===== src/rtl/rcdpc_pkg.sv =====
package rcdpc_pkg;
  localparam int ADDR_W       = 17;
  localparam int BG_W         = 2;
  localparam int BA_W         = 2;
  localparam int CS_W         = 2;
  localparam int CMD_W        = 3;
  // parity vector: act, cmd[2:0], bg, ba, addr
  localparam int PAR_W        = 1 + CMD_W + BG_W + BA_W + ADDR_W;
  localparam logic PAR_EN_RST = 1'b1;
  localparam int CMD_DATA_W   = PAR_W + CS_W;
endpackage


===== src/rtl/rcdpc_check.sv =====
// Contract
// - capture command, address, parity and chip selects on every rising clock edge.
// - parity check enable bit lives in a control word, changed by control writes.
// - checking on: forward a sampled command only when its parity was good.
// - checking off: forward every selected command that is not a control write, regardless of parity.
// - control word writes get the same parity check unless checking is off.
// - host supplies parity bit per command; device compares it with received lines.
// - open-drain alert pulled low when a parity error is found.
// - good parity means even ones; checked only when some chip select is low.
// - parity covers activate, three command lines, bank group, bank and address 16..0.
`timescale 1ns/1ps
module rcdpc_check
  import rcdpc_pkg::*;
#(
  parameter int NCS = CS_W
) (
  input  wire logic              clk_in,
  input  wire logic              rst_n_in,
  input  wire logic              act_n_in,
  input  wire logic [CMD_W-1:0]  cmd_in,
  input  wire logic [BG_W-1:0]   bg_in,
  input  wire logic [BA_W-1:0]   ba_in,
  input  wire logic [ADDR_W-1:0] addr_in,
  input  wire logic              cmd_parity_in,
  input  wire logic [NCS-1:0]    chip_select_in,
  input  wire logic              ctl_write_in,
  input  wire logic              ctl_par_en_in,
  output logic                   fwd_valid_out,
  output logic                   fwd_act_n_out,
  output logic [CMD_W-1:0]       fwd_cmd_out,
  output logic [BG_W-1:0]        fwd_bg_out,
  output logic [BA_W-1:0]        fwd_ba_out,
  output logic [ADDR_W-1:0]      fwd_addr_out,
  output logic [NCS-1:0]         fwd_cs_out,
  output logic                   alert_n_o_out,
  output logic                   alert_n_oe_out,
  output logic                   parity_control_word_out
);
  initial begin
    if (NCS < 1) $error("rcdpc_check: NCS must be at least one");
  end

  function automatic logic odd_ones(input logic [PAR_W-1:0] v);
    odd_ones = ^v;
  endfunction

  // input register stage, every rising edge
  logic              act_n_r;
  logic [CMD_W-1:0]  cmd_r;
  logic [BG_W-1:0]   bg_r;
  logic [BA_W-1:0]   ba_r;
  logic [ADDR_W-1:0] addr_r;
  logic              par_r;
  logic [NCS-1:0]    cs_r;
  logic              wr_r;
  logic              wr_data_r;
  logic              par_en_r;
  logic              par_en_nxt;
  logic              fwd_r;
  logic              fwd_nxt;
  logic              err_r;
  logic              err_nxt;

  always_ff @(posedge clk_in) begin
    if (!rst_n_in) begin
      act_n_r   <= 1'b1;
      cmd_r     <= '0;
      bg_r      <= '0;
      ba_r      <= '0;
      addr_r    <= '0;
      par_r     <= 1'b0;
      cs_r      <= '1;
      wr_r      <= 1'b0;
      wr_data_r <= 1'b0;
    end else begin
      act_n_r   <= act_n_in;
      cmd_r     <= cmd_in;
      bg_r      <= bg_in;
      ba_r      <= ba_in;
      addr_r    <= addr_in;
      par_r     <= cmd_parity_in;
      cs_r      <= chip_select_in;
      wr_r      <= ctl_write_in;
      wr_data_r <= ctl_par_en_in;
    end
  end

  wire logic [PAR_W-1:0] par_vec = {act_n_r, cmd_r, bg_r, ba_r, addr_r};
  wire logic             sel     = ~&cs_r;
  wire logic             bad     = odd_ones(par_vec) ^ par_r;
  wire logic             chk_err = sel & par_en_r & bad;

  // control word write only lands when parity passes or checking is off
  assign par_en_nxt = (sel & wr_r & ~chk_err) ? wr_data_r : par_en_r;
  assign fwd_nxt    = sel & ~wr_r & ~chk_err;
  assign err_nxt    = chk_err;

  always_ff @(posedge clk_in) begin
    if (!rst_n_in) begin
      par_en_r <= PAR_EN_RST;
      fwd_r    <= 1'b0;
      err_r    <= 1'b0;
    end else begin
      par_en_r <= par_en_nxt;
      fwd_r    <= fwd_nxt;
      err_r    <= err_nxt;
    end
  end

  // forwarded command bus
  logic [PAR_W+NCS-1:0] hold_q;
  rcdpc_hold #(
    .W(PAR_W + NCS)
  ) u_hold (
    .clk_in  (clk_in),
    .rst_n_in(rst_n_in),
    .load_in (fwd_nxt),
    .d_in    ({par_vec, cs_r}),
    .q_out   (hold_q)
  );

  always_ff @(posedge clk_in) begin
    if (!rst_n_in) begin
      fwd_valid_out           <= 1'b0;
      alert_n_o_out           <= 1'b0;
      alert_n_oe_out          <= 1'b0;
      parity_control_word_out <= PAR_EN_RST;
    end else begin
      fwd_valid_out           <= fwd_r;
      alert_n_o_out           <= 1'b0;
      alert_n_oe_out          <= err_r;
      parity_control_word_out <= par_en_r;
    end
  end

  assign {fwd_act_n_out, fwd_cmd_out, fwd_bg_out, fwd_ba_out, fwd_addr_out, fwd_cs_out} = hold_q;

  property p_cap;
    @(posedge clk_in) disable iff (!rst_n_in)
      1'b1 |=> (addr_r == $past(addr_in)) && (par_r == $past(cmd_parity_in));
  endproperty
  a_cap: assert property (p_cap) else $error("inputs not captured");

  property p_nofwd_err;
    @(posedge clk_in) disable iff (!rst_n_in)
      chk_err |-> ##2 !fwd_valid_out;
  endproperty
  a_nofwd_err: assert property (p_nofwd_err) else $error("errored command forwarded");

  property p_fwd_off;
    @(posedge clk_in) disable iff (!rst_n_in)
      (!par_en_r && sel && !wr_r) |-> ##2 fwd_valid_out;
  endproperty
  a_fwd_off: assert property (p_fwd_off) else $error("command dropped with checking off");

  property p_cw_blocked;
    @(posedge clk_in) disable iff (!rst_n_in)
      (wr_r && chk_err) |=> $stable(par_en_r);
  endproperty
  a_cw_blocked: assert property (p_cw_blocked) else $error("bad control write took effect");

  property p_cw_taken;
    @(posedge clk_in) disable iff (!rst_n_in)
      (wr_r && sel && !chk_err) |-> ##2 (parity_control_word_out == $past(wr_data_r, 2));
  endproperty
  a_cw_taken: assert property (p_cw_taken) else $error("control write lost");

  property p_alert;
    @(posedge clk_in) disable iff (!rst_n_in)
      chk_err |-> ##2 (alert_n_oe_out && !alert_n_o_out);
  endproperty
  a_alert: assert property (p_alert) else $error("alert not driven low");

  property p_idle;
    @(posedge clk_in) disable iff (!rst_n_in)
      (&cs_r) |-> ##2 (!fwd_valid_out && !alert_n_oe_out);
  endproperty
  a_idle: assert property (p_idle) else $error("activity while deselected");

  property p_even;
    @(posedge clk_in) disable iff (!rst_n_in)
      (sel && par_en_r && (^{par_vec, par_r} == 1'b0)) |-> ##2 !alert_n_oe_out;
  endproperty
  a_even: assert property (p_even) else $error("alert on even parity");

  property p_cmp;
    @(posedge clk_in) disable iff (!rst_n_in)
      (sel && par_en_r && (^{act_n_r, cmd_r, bg_r, ba_r, addr_r, par_r})) |-> ##2 alert_n_oe_out;
  endproperty
  a_cmp: assert property (p_cmp) else $error("odd parity missed");

  property p_fwd_bus;
    @(posedge clk_in) disable iff (!rst_n_in)
      fwd_nxt |=> ({fwd_act_n_out, fwd_cmd_out, fwd_bg_out, fwd_ba_out, fwd_addr_out} == $past(par_vec))
                  && (fwd_cs_out == $past(cs_r));
  endproperty
  a_fwd_bus: assert property (p_fwd_bus) else $error("forwarded bus differs from capture");

  // dropped commands must not disturb what the drams last saw
  property p_bus_hold;
    @(posedge clk_in) disable iff (!rst_n_in)
      !fwd_nxt |=> $stable({fwd_act_n_out, fwd_cmd_out, fwd_bg_out, fwd_ba_out, fwd_addr_out, fwd_cs_out});
  endproperty
  a_bus_hold: assert property (p_bus_hold) else $error("forwarded bus changed without forward");

  property p_off_quiet;
    @(posedge clk_in) disable iff (!rst_n_in)
      !par_en_r |-> ##2 !alert_n_oe_out;
  endproperty
  a_off_quiet: assert property (p_off_quiet) else $error("alert while checking off");

  property p_cw_not_fwd;
    @(posedge clk_in) disable iff (!rst_n_in)
      wr_r |-> ##2 !fwd_valid_out;
  endproperty
  a_cw_not_fwd: assert property (p_cw_not_fwd) else $error("control write forwarded");

  property p_cw_only;
    @(posedge clk_in) disable iff (!rst_n_in)
      (!wr_r || !sel) |=> $stable(par_en_r);
  endproperty
  a_cw_only: assert property (p_cw_only) else $error("enable changed without control write");

  property p_alert_cause;
    @(posedge clk_in) disable iff (!rst_n_in)
      alert_n_oe_out |-> $past(sel && par_en_r && bad, 2);
  endproperty
  a_alert_cause: assert property (p_alert_cause) else $error("alert without odd parity");
endmodule


===== src/rtl/rcdpc_hold.sv =====
`timescale 1ns/1ps
module rcdpc_hold
  import rcdpc_pkg::*;
#(
  parameter int W = 8
) (
  input  wire logic         clk_in,
  input  wire logic         rst_n_in,
  input  wire logic         load_in,
  input  wire logic [W-1:0] d_in,
  output logic      [W-1:0] q_out
);
  initial begin
    if (W < 1) $error("rcdpc_hold: W must be positive");
  end

  always_ff @(posedge clk_in) begin
    if (!rst_n_in) begin
      q_out <= '0;
    end else if (load_in) begin
      q_out <= d_in;
    end
  end
endmodule


===== config.mk =====
export PLATFORM = sky130hd
export DESIGN_NAME = rcdpc_check
export DESIGN_NICKNAME = d
export VERILOG_FILES = /design/src/rtl/rcdpc_pkg.sv /design/src/rtl/rcdpc_check.sv /design/src/rtl/rcdpc_hold.sv
export SDC_FILE = /design/constraint.sdc
export NUM_CORES = 1
export LEC_CHECK = 0
export BUFFER_PORTS_ARGS = -buffer_cell sky130_fd_sc_hd__buf_4
export CORE_MARGIN = 5
export CORE_UTILIZATION = 29
export CTS_CLUSTER_DIAMETER = 30
export DETAILED_ROUTE_END_ITERATION = 8
export PLACE_DENSITY = 0.55
export SYNTH_ARGS = -nofsm -noshare
export SYNTH_HDL_FRONTEND = slang
export SYNTH_SLANG_ARGS = --single-unit
export TNS_END_PERCENT = 100

===== constraint.sdc =====
create_clock -name clk_in -period 2.2 [get_ports clk_in]
set_input_delay 0 -clock clk_in [delete_from_list [all_inputs] [get_ports clk_in]]
set_output_delay 0 -clock clk_in [all_outputs]
set_load 0.05 [all_outputs]

After elaboration in Yosys (flattened, before gate mapping)
Cells that the tools add are included.
- reduce and logical (&&, ||, !) cells: 3
- bitwise operators: 9
- operator list (operator ; number):
    $reduce_xor 25->1 ; 1
    $and 1x1->1 ; 6
    $not 1->1 ; 2
    $reduce_and 2->1 ; 1
    $logic_not 1->1 ; 1
    $xor 1x1->1 ; 1
- register bits after elaboration: 63

Longest topological paths before layout
Gate-level depths: netlist (run 1).
- depth in word-level cells: 6
- mapped depth: 8
- gate-level depth less buffers: 6

Hierarchy
Synthesis (run 1) repeated with hierarchy kept, for this count alone.
- cells, all modules: 192
- area total of the unflattened synthesis: 2290.9 um^2
- by module, submodules not included (module ; seq. area each (um^2) ; cells an instance ; instances ; area each (um^2)):
    rcdpc_check ; 720.7 ; 106 ; 1 ; 1252.5
    rcdpc_hold ; 540.5 ; 86 ; 1 ; 1038.5

Least setup slack after synthesis (run 1)
Ideal clock, no wire load.
- path kind: register to register
- start: register bg_r[0]
- end: register par_en_r
- buffers on the path: 1
- data arrival time: 1.753 ns
- clock period less this slack: 1.875 ns
- stages on the path, launching flop included: 8
- library setup time: 0.122 ns
- slack: 0.325 ns
- required time: 2.078 ns
- cells stage by stage: dfxtp_1 -> xnor2_1 -> xnor2_2 -> xnor3_1 -> xnor3_2 -> buf_6 -> a31oi_1 -> a311o_1
- longest elaborated chain between the ends: 5
- ends and longest elaborated chain (element ; line ; source):
    from (decl) ; rcdpc_check.sv:50 ; logic [BG_W-1:0] bg_r;
    from (signal assigned) ; rcdpc_check.sv:78 ; bg_r <= bg_in;
    $reduce_xor 25->1 ; rcdpc_check.sv:44 ; odd_ones = ^v;
    $xor 1x1->1 ; rcdpc_check.sv:90 ; wire logic bad = odd_ones(par_vec) ^ par_r;
    $and 1x1->1 ; rcdpc_check.sv:91 ; wire logic chk_err = sel & par_en_r & bad;
    $not 1->1 ; rcdpc_check.sv:94 ; assign par_en_nxt = (sel & wr_r & ~chk_err) ? wr_data_r : par_en_r;
    $and 1x1->1 ; rcdpc_check.sv:94 ;
    to (signal assigned) ; rcdpc_check.sv:104 ; par_en_r <= par_en_nxt;
    to (decl) ; rcdpc_check.sv:57 ; logic par_en_r;
Every way passes these cells.
A chain may end at the register's enable or synchronous reset.

Worst setup path after layout (run 1)
- start: register cmd_r[1]
- end: register u_hold.q_out[3]
- longest elaborated chain between the ends: 5
- ends and longest elaborated chain (element ; line ; source):
    from (decl) ; rcdpc_check.sv:49 ; logic [CMD_W-1:0] cmd_r;
    from (signal assigned) ; rcdpc_check.sv:77 ; cmd_r <= cmd_in;
    $reduce_xor 25->1 ; rcdpc_check.sv:44 ;
    $xor 1x1->1 ; rcdpc_check.sv:90 ;
    $and 1x1->1 ; rcdpc_check.sv:91 ;
    $not 1->1 ; rcdpc_check.sv:95 ; assign fwd_nxt = sel & ~wr_r & ~chk_err;
    $and 1x1->1 ; rcdpc_check.sv:95 ;
    to (signal assigned) ; rcdpc_hold.sv:21 ; q_out <= d_in;
    to (decl) ; rcdpc_hold.sv:11 ; output logic [W-1:0] q_out
Every way passes these cells.

==> impl_metrics.yaml, run 1 <==
status:
  outcome: "complete, no violations"
sta:
  rsz0062_at_grt: "true"
  slew_headroom_pct: 64.7
  fin_ws_ns: 0.150
  tightest_slew_ns: 0.528
  clock_skew_ns: 0.00466
  fin_crit_sh_pct: 93.2
  whs_ns: 0.106
  tns_ns: 0
  timing.fmax_mhz: 488
  hold_violations: 0
  fin_crit_ns: 2.05
  finalMaxSlewViolations: 0
  setup_viol: 0
global_routing:
  antenna_found_initial: 0
  grt_max_degree: 60
  grt_pass1_wl_um: 12300
  grt.total_usage_pct: 13.3
  first_global_vias: 2584
  grt.overflow.total: 0
power_and_ir_drop:
  p_sw_w: 0.00173
  power_density_nw_per_um2: 1110
  power_frac_comb_pct: 43.9
  pwr-share-clk_pct: 21.5
  intPower_w: 0.00253
  p_sw_share_pct: 40.6
  seq_power_share_pct: 34.5
  ir_drop_uv: 527
  leakage_nw: 1.50
drt:
  vias_per_cell: 5.02
  remaining_drc_errors: 0
  firstDrtPassIters: 4
  vias: 2584
  ant_nets: 0
  route.detailed.wl_per_inst_um: 14.4
  first_iter_violations: 150
  wl_um: 7410
floorplan:
  num_rows: 36
  io_pins: 63
  initial_utilization_pct: 29.3
  die_area_um2: 11700
  core_area_um2: 9590
  die_w_um: 108
  fp.dieH_um: 108
yosys:
  synth_seq_cells: 63
  ys_types: 27
  yosysWarnings: 0
  seq_area_frac_synth_pct: 44.9
  syn_avg_cell_area_um2: 9.32
  synth_cells: 301
  syn_nets: 333
  syn_area_um2: 2810
cells_and_area:
  layout-drive-gt1-share_pct: 22.8
  final_common_cell: "nand4_1"
  fillerInstances: 954
  diodes: 0
  fin_cells: 515
  post-route-util_pct: 40.1
  syn_to_final_growth_pct: 37.0
  nNetsFinal: 410
  most-common-layout-cells: "77 x nand4_1, 70 x buf_4, 63 x dfxtp_1, 30 x dlygate4sd3_1, 29 x and2_1"
worst_setup_path:
  crit_fanout: 26
  reg2reg_from: "cmd_r[1]$_SDFF_PN0_"
  criticalPathCategory: "reg2reg"
  arrival_ns: 2.27
  cp-start-kind: "register"
  required_ns: 2.42
  r2r_cells: 7
  cp-end-kind: "register"
  rr_endpoint: "u_hold.q_out[3]$_SDFFE_PN0P_"
  r2r_setup_slack_ns: 0.15
job:
  cap_violations: 0
clocking:
  clockBufferDepth: 2
  clkTransAtPathRegs_ns: 0.07
  tritoncts: "built"
  cts_buffers: 9
  cts.sinks: 63
  cts_resized: 0
  cts-root-buf: "clkbuf_8"
  insertion_delay_ns: 0.34
  htreeDepth: 3
min_path:
  min_to: "cs_r[1]$_SDFF_PN1_"
  hold_depth: 2
  hp-class: "in2reg"
  hold_path.startpoint: "rst_n_in"
placed_design:
  pre_cts_slack_ns: 0.173
  io_buffers: 61
  dp_hpwl_um: 4560
  dp.cells: 470
  gp_congestion: 0.686
-- cells in the mapped netlist --
library cell,instances,area (um2)
buf_1,3,11.3
xnor2_2,1,16.3
nand4b_1,25,219
inv_2,1,3.75
clkbuf_1,26,97.6
buf_4,2,15.0
a21oi_1,3,15.0
xnor3_2,1,23.8
dfxtp_1,63,1260
nand2b_1,4,25.0
nand4_1,77,482
xor2_1,2,17.5
buf_6,3,33.8
a311o_1,1,10.0
nor3_1,1,5.00
o221ai_1,2,17.5
xnor3_1,1,22.5
conb_1,1,3.75
nand3_1,28,140
nor2_1,2,7.51
and2_1,29,181
xnor2_1,18,158
buf_2,1,5.00
inv_1,1,3.75
a31oi_1,1,6.26
nor4b_1,2,17.5
nand2_1,2,7.51
-- power by group through the flow --
stage | combinational (W) | clock (W) | sequential [W]
finish | 0.00187 | 0.000918 | 0.00147
floorplan | 0.00102 | 0 | 0.00194
CTS | 0.00189 | 0.000952 | 0.00147
global route | 0.00201 | 0.00100 | 0.00150
global placement | 0.00181 | 0 | 0.00149
detailed placement | 0.00184 | 0 | 0.00150
-- cell type report --
type | count | area, um2 | area share [%]
tap | 133 | 166 | 4.33
sequential | 63 | 1260 | 32.8
inverter | 2 | 7.51 | 0.195
multi-input combinational | 201 | 1390 | 36.1
timing repair buffer | 101 | 846 | 22.0
clock buffer | 15 | 176 | 4.59
-- cell families after synthesis --
kind of cell	after synthesis	synth area share, %
and+or+nand+nor	170	38.7
DFF	63	44.9
buffers and inverters	37	6.06
xor gates and xnor gates	23	8.47
AOI/OAI and AO/OA	7	1.74
other	1	0.134
-- metrics by stage --
step           cell area (um2)  total power [W]
6_report                  3840          0.00426
5_1_grt                   3840          0.00451
4_1_cts                   3840          0.00432
3_5_place_dp              3370          0.00334
3_3_place_gp              3370          0.00331
2_1_floorplan             2810          0.00296
-- worst max-delay path by stage --
stage                                     to           startpoint  slack [ns]  cells after the start
5_1_grt         u_hold.q_out[8]$_SDFFE_PN0P_  cmd_r[1]$_SDFF_PN0_       -0.01                      7
3_5_place_dp    u_hold.q_out[6]$_SDFFE_PN0P_  cmd_r[1]$_SDFF_PN0_        0.17                      7
2_1_floorplan          par_en_r$_SDFFE_PN1P_   bg_r[0]$_SDFF_PN0_        0.32                      7
4_1_cts         u_hold.q_out[3]$_SDFFE_PN0P_  cmd_r[1]$_SDFF_PN0_        0.11                      7
3_3_place_gp   u_hold.q_out[20]$_SDFFE_PN0P_  cmd_r[1]$_SDFF_PN0_        0.19                      7
6_report        u_hold.q_out[3]$_SDFFE_PN0P_  cmd_r[1]$_SDFF_PN0_        0.15                      7
-- worst max-delay path: stages (launching register included) --
cell and delay, ns:
dfxtp_1 0.33, xnor2_1 0.21, xnor2_1 0.16, xnor3_1 0.44, xnor3_2 0.26, buf_4 0.27
nand4b_1 0.17, nand4_1 0.09
-- metal layers --
metal | track usage, % | part of all wire [%]
met2 | 22.2 | 49
met3 | 5.49 | 5.8
met1 | 15.6 | 44
met5 | 0 | 0
met4 | 3.52 | 1.0
-- sequential cells by signal (all words and copies together), names as in the netlist --
register / flops
alert_n_oe_out: 1
wr_data_r: 1
u_hold.q_out: 27
wr_r: 1
par_r: 1
bg_r: 2
act_n_r: 1
cmd_r: 3
par_en_r: 1
fwd_r: 1
parity_control_word_out: 1
ba_r: 2
fwd_valid_out: 1
err_r: 1
cs_r: 2
addr_r: 17
-- what timing repair did --
action	in CTS	in global routing
endpoints found under the setup margin	0	4
setup buffers	0	0
hold buffers	30	0
hold endpoints to repair	30	0
Note: power is estimated with default switching activity, not from simulation.
==> run 2: changes to the inputs <==
--- a/config.mk
+++ b/config.mk
@@ -7,11 +7,12 @@
 export LEC_CHECK = 0
 export BUFFER_PORTS_ARGS = -buffer_cell sky130_fd_sc_hd__buf_4
 export CORE_MARGIN = 5
-export CORE_UTILIZATION = 29
+export CORE_UTILIZATION = 40
 export CTS_CLUSTER_DIAMETER = 30
 export DETAILED_ROUTE_END_ITERATION = 8
-export PLACE_DENSITY = 0.55
+export PLACE_DENSITY = 0.71
 export SYNTH_ARGS = -nofsm -noshare
 export SYNTH_HDL_FRONTEND = slang
+export SYNTH_HIERARCHICAL = 1
 export SYNTH_SLANG_ARGS = --single-unit
 export TNS_END_PERCENT = 100
==> run 2 against run 1 <==
Compared with the run above: the flow now finishes with violations (negative setup slack); final cell count is 28% lower; area after synthesis fell by 18%; sequential share of layout area rose by 3.8 points; count of clock-buffer cells in the layout fell by 5; critical path type unchanged; via count shrank 39%; highest routed layer unchanged; non-clock buffer count is 2 lower.
==> impl_metrics.yaml, run 2 <==
cells_and_area:
  fillerInstances: 467
  final_common_cell: "buf_4"
  multi_input_area_um2: 1000
  largest_reg_flops: 27
  layout-drive-gt1-share_pct: 32.2
  most-common-layout-cells: "65 x buf_4, 60 x dfxtp_1, 30 x dlygate4sd3_1, 29 x and2_1"
  nNetsFinal: 325
  diodes: 0
  top_register: "u_hold/q_out"
  post-route-util_pct: 62.3
  largest_registers: "u_hold/q_out (27), addr_r (17), cmd_r (3)"
  syn_to_final_growth_pct: 50.6
  regArea_um2: 1260
clocking:
  insertion_delay_ns: 0.33
  cts-root-buf: "clkbuf_8"
  cts_buffers: 9
  tritoncts: "built"
  htreeDepth: 3
  clkTransAtPathRegs_ns: 0.07
  clockBufferDepth: 2
  cts.sinks: 63
placed_design:
  dp_hpwl_um: 2960
  gp_congestion: 0.723
  pre_cts_slack_ns: -0.0994
  io_buffers: 61
min_path:
  min_to: "cs_r[1]$_SDFF_PN1_"
  hold_depth: 2
  hold_path.startpoint: "rst_n_in"
  hp-class: "in2reg"
worst_setup_path:
  rr_endpoint: "u_hold/q_out[3]$_SDFFE_PN0P_"
  reg2reg_from: "cmd_r[1]$_SDFF_PN0_"
  r2r_setup_slack_ns: -0.05
  critical_path.slowest_cell: "xnor3_1"
  cp_cell_sequence: "xnor2_2 -> xnor2_1 -> xnor3_1 -> xnor3_2 -> a221oi_4 -> buf_6 -> buf_12 -> mux2i_1 -> nor2b_1"
  arrival_ns: 2.47
  required_ns: 2.42
  criticalPathCategory: "reg2reg"
  r2r_cells: 9
  cp-start-kind: "register"
  crit_fanout: 11
  crit_path_max_incr_delay_ns: 0.41
  cp-end-kind: "register"
status:
  outcome: "complete, but fails checks"
  violations: "negative setup slack"
power_and_ir_drop:
  ir_drop_uv: 754
  power_density_nw_per_um2: 1110
  leakage_nw: 1.46
drt:
  first_iter_violations: 51
  firstDrtPassIters: 4
  route.detailed.wl_per_inst_um: 12.2
  vias_per_cell: 4.26
  ant_nets: 0
  vias: 1575
  wl_um: 4500
  remaining_drc_errors: 0
sta:
  hold_violations: 0
  fin_crit_sh_pct: 102
  tns_ns: -0.630
  timing.fmax_mhz: 444
  rsz0062_at_grt: "true"
  setup_viol: 23
  whs_ns: 0.0889
  clock_skew_ns: 0.00606
  fin_ws_ns: -0.0513
  finalMaxSlewViolations: 0
  fin_crit_ns: 2.25
yosys:
  synth_cells: 192
  synth_common_cells: "63 x dfxtp_1, 29 x and2_1, 27 x mux2i_1, 27 x nor2b_1, 19 x xnor2_1"
  synth_area_leaders: "dfxtp_1 55%, mux2i_1 12%, and2_1 7.9%"
  synthFlopType: "dfxtp_1"
  async_flop_share_pct: 0
  ys_types: 23
  yosysWarnings: 6
  seq_area_frac_synth_pct: 55.1
  syn_area_um2: 2290
  yosysTopAreaCell: "dfxtp_1"
  synth_most_common_cell: "dfxtp_1"
  synth_edf_count: 0
  syn_nets: 224
  syn_avg_cell_area_um2: 11.9
  synth_seq_cells: 63
  synth_top_area_share_pct: 55.1
floorplan:
  initial_utilization_pct: 41.4
  die_w_um: 85.7
  num_rows: 27
  die_area_um2: 7340
  io_pins: 63
  fp.dieH_um: 85.7
  core_area_um2: 5540
global_routing:
  grt.overflow.total: 0
  grt.total_usage_pct: 14.0
  grt_pass1_wl_um: 7880
  first_global_vias: 1678
  antenna_found_initial: 0
  grt_max_degree: 65
job:
  cap_violations: 0
## run 2: changes by cell type in the layout (fill, tap and decap cells not counted), moves of 25 or more
cell      delta
nand4_1     -76
mux2i_1     +27
nand3_1     -27
nand4b_1    -25
nor2b_1     +27
## run 2: worst max path at each step
| stage | startpoint | to | slack [ns] | cells past startpoint |
|---|---|---|---|---|
| floorplan | ba_r[1]$_SDFF_PN0_ | u_hold/q_out[10]$_SDFFE_PN0P_ | 0.03 | 9 |
| global placement | addr_r[11]$_SDFF_PN0_ | u_hold/q_out[4]$_SDFFE_PN0P_ | -0.05 | 8 |
| detailed placement | cmd_r[1]$_SDFF_PN0_ | u_hold/q_out[6]$_SDFFE_PN0P_ | -0.1 | 8 |
| CTS | addr_r[11]$_SDFF_PN0_ | u_hold/q_out[3]$_SDFFE_PN0P_ | -0.11 | 9 |
| global route | cmd_r[1]$_SDFF_PN0_ | u_hold/q_out[24]$_SDFFE_PN0P_ | -0.22 | 9 |
| finish | cmd_r[1]$_SDFF_PN0_ | u_hold/q_out[3]$_SDFFE_PN0P_ | -0.05 | 9 |
## run 2: kinds of logic (layout without fill, tap and decap cells)
logic type	after synthesis	in the layout	share of synthesized area, %
xor gates and xnor gates	23	23	10.4
and+or+nand+nor	66	66	17.9
buffers and inverters	9	115	3.39
muxes	27	27	11.8
AOI/OAI and AO/OA	3	3	1.31
DFF	63	63	55.1
other	1	1	0.164
## run 2: per-stage QoR
stage,cells,total power (W),cell area [um2]
finish,370,0.00384,3450
CTS,369,0.00386,3420
detailed placement,320,0.00249,2820
global placement,320,0.00248,2820
floorplan,192,0.00222,2290
global route,370,0.00405,3450
## run 2: timing repair
action                                  in CTS  in global routing
endpoints found under the setup margin      27                 27
pin swaps                                    0                  2
gates resized for setup                      7                  4
hold endpoints to repair                    30                  0
cloned                                       1                  0
setup buffers                                2                  1
hold buffers                                30                  0
## run 2: where the power goes
| group | switching (W) | total [W] | internal, W | leakage [nW] |
|---|---|---|---|---|
| Clock | 0.000419 | 0.00117 | 0.000751 | 0.120 |
| Combinational | 0.000659 | 0.00133 | 0.000673 | 0.818 |
| Sequential | 0.0000745 | 0.00134 | 0.00127 | 0.519 |
| Total | 0.00115 | 0.00384 | 0.00269 | 1.46 |
## run 2: area by class of cell
cell class / count / area share, %
clock buffers: 10 / 3.70
flip-flops and latches: 63 / 36.7
repair buffers: 99 / 24.9
clock inverters: 6 / 3.15
multi-input cells: 120 / 29.0
well taps: 72 / 2.61
## run 2: worst max-delay path: cells and delay by family, from the launching register on
kind,cells,cell delay [ns]
buf+inv,2,0.32
simple gates,1,0.06
xor+xnor,4,0.97
flops,1,0.34
mux,1,0.21
compound gates,1,0.24
## run 2: routing by layer
layer / up-vias / share of wire [%] / GRT usage [%]
li1: 817 / - / -
met1: 707 / 44 / 17.1
met2: 44 / 49 / 22.0
met3: 7 / 5.9 / 3.55
met4: 0 / 1.5 / 8.63
met5: - / 0 / 0
==> run 3: changes to the inputs <==
--- a/config.mk
+++ b/config.mk
@@ -11,6 +11,7 @@
 export CTS_CLUSTER_DIAMETER = 30
 export DETAILED_ROUTE_END_ITERATION = 8
 export PLACE_DENSITY = 0.71
+export REMOVE_ABC_BUFFERS = 1
 export SYNTH_ARGS = -nofsm -noshare
 export SYNTH_HDL_FRONTEND = slang
 export SYNTH_HIERARCHICAL = 1
==> run 3 against run 2 <==
Compared with the run above: the flow still finishes with violations (negative setup slack); final cell count fell by 1.1%; clock power fell by 32%; via count fell by 0.57%; maximum frequency fell by 1.8%; sequential share of layout area rose by 1.0 points; first-iteration DRC count rose by 3.9%; setup slack got worse by 0.042 ns; largest cell class unchanged; highest routed layer unchanged.
==> impl_metrics.yaml, run 3 (synthesis gave the netlist of run 2 again) <==
cells_and_area:
  fin_cells: 366
  largest_registers: "u_hold/q_out (27), addr_r (17), cmd_r (3)"
  diodes: 0
  nNetsFinal: 324
  largest_reg_flops: 27
  final_common_cell: "buf_4"
  post-route-util_pct: 60.7
  syn_to_final_growth_pct: 46.8
  layout-drive-gt1-share_pct: 31.0
  top_register: "u_hold/q_out"
  most-common-layout-cells: "63 x buf_4, 59 x dfxtp_1, 30 x dlygate4sd3_1, 29 x and2_1, 27 x nor2b_1"
job:
  cap_violations: 0
clocking:
  clockBufferDepth: 2
  cts-root-buf: "clkbuf_8"
  tritoncts: "built"
  clkTransAtPathRegs_ns: 0.06
  insertion_delay_ns: 0.32
  cts.sinks: 63
  cts_buffers: 9
  htreeDepth: 3
global_routing:
  grt_pass1_wl_um: 7160
  grt.overflow.total: 0
  antenna_found_initial: 0
  grt.total_usage_pct: 12.8
  grt_max_degree: 65
  first_global_vias: 1574
min_path:
  hp-class: "in2reg"
  hold_depth: 2
  hold_path.startpoint: "rst_n_in"
status:
  outcome: "complete, but fails checks"
  violations: "negative setup slack"
floorplan:
  fp.dieH_um: 85.7
  core_area_um2: 5540
  io_pins: 63
  die_area_um2: 7340
  initial_utilization_pct: 41.4
  die_w_um: 85.7
  num_rows: 27
power_and_ir_drop:
  power_density_nw_per_um2: 1030
  leakage_nw: 1.40
  ir_drop_uv: 636
worst_setup_path:
  r2r_cells: 9
  required_ns: 2.42
  critPathLaunch: "cmd_r[2]$_SDFF_PN0_"
  crit_fanout: 9
  reg2reg_from: "cmd_r[2]$_SDFF_PN0_"
  arrival_ns: 2.51
  cp-end-kind: "register"
  cp-start-kind: "register"
  criticalPathCategory: "reg2reg"
sta:
  finalMaxSlewViolations: 0
  timing.fmax_mhz: 436
  fin_ws_ns: -0.0934
  whs_ns: 0.0907
  fin_crit_ns: 2.29
  rsz0062_at_grt: "true"
  setup_viol: 27
  clock_skew_ns: 0.00390
  hold_violations: 0
  fin_crit_sh_pct: 104
drt:
  firstDrtPassIters: 4
  wl_um: 4400
  route.detailed.wl_per_inst_um: 12.0
  ant_nets: 0
  remaining_drc_errors: 0
  vias: 1566
  first_iter_violations: 53
  vias_per_cell: 4.28
placed_design:
  pre_cts_slack_ns: -0.120
  dp_hpwl_um: 2880
  gp_congestion: 0.725
  io_buffers: 61
  dp.cells: 319
-- run 3: changes by cell type in the layout (fill, tap and decap cells not counted) --
cell       previous run  this run
clkbuf_16             0         1
dfxtp_2               3         4
bufinv_16             3         0
clkinv_4              1         0
dfxtp_1              60        59
xnor2_2               6         3
buf_6                 2         1
clkbuf_8              9        10
buf_8                 0         1
buf_4                65        63
mux2i_2               0         1
mux2i_1              27        26
xnor2_1              14        17
-- run 3: worst paths after layout --
check / slack [ns] / endpoint
worst min register to register: 0.43 / fwd_valid_out$_SDFF_PN0_
worst min-delay path: 0.09 / cs_r[0]$_SDFF_PN1_
worst max-delay path: -0.09 / u_hold/q_out[24]$_SDFFE_PN0P_
worst max register to register: -0.09 / u_hold/q_out[24]$_SDFFE_PN0P_
-- run 3: repair_timing --
item / in CTS / in global routing
endpoints found under the hold margin: 30 / 0
endpoints found under the setup margin: 27 / 27
setup buffers: 2 / 0
cloned: 1 / 1
gates resized for setup: 5 / 6
hold buffers: 30 / 0
pin swaps: 0 / 2
-- run 3: metrics by stage --
stage	total power (W)	instance area (um2)	setup TNS [ns]
floorplan	0.00214	2210	-36.13
global placement	0.00248	2810	-0.865
detailed placement	0.00249	2810	-2.35
CTS	0.00344	3320	-1.61
global route	0.00366	3360	-4.54
finish	0.00346	3360	-1.55
-- run 3: layout make-up --
class | count | area (um2)
clock buffers | 11 | 141
well taps | 72 | 90.1
flip-flops and latches | 63 | 1270
clock inverters | 2 | 10.0
multi-input cells | 120 | 982
repair buffers | 98 | 872
fillers | 482 | 2180
-- run 3: worst max-delay path, stage by stage (launching register included) --
cell      delay, ns
dfxtp_2        0.34
xnor2_2        0.13
xnor2_1        0.18
xnor3_1        0.42
xnor3_2        0.26
a221oi_4       0.27
buf_4          0.19
buf_16         0.14
mux2i_2        0.20
nor2b_1        0.06
-- run 3: report_power, final --
part	switching, W	total [W]	internal (W)	leakage (nW)
combinational	0.000660	0.00133	0.000667	0.805
sequential	0.0000718	0.00134	0.00127	0.519
clock	0.000375	0.000791	0.000416	0.0809
-- run 3: layer usage --
layer	up-vias	wire length (um)	track usage (%)
met4	0	28	4.32
li1	815	-	-
met1	699	1800	13.6
met5	-	0	0
met2	50	2260	22.1
met3	2	307	6.44
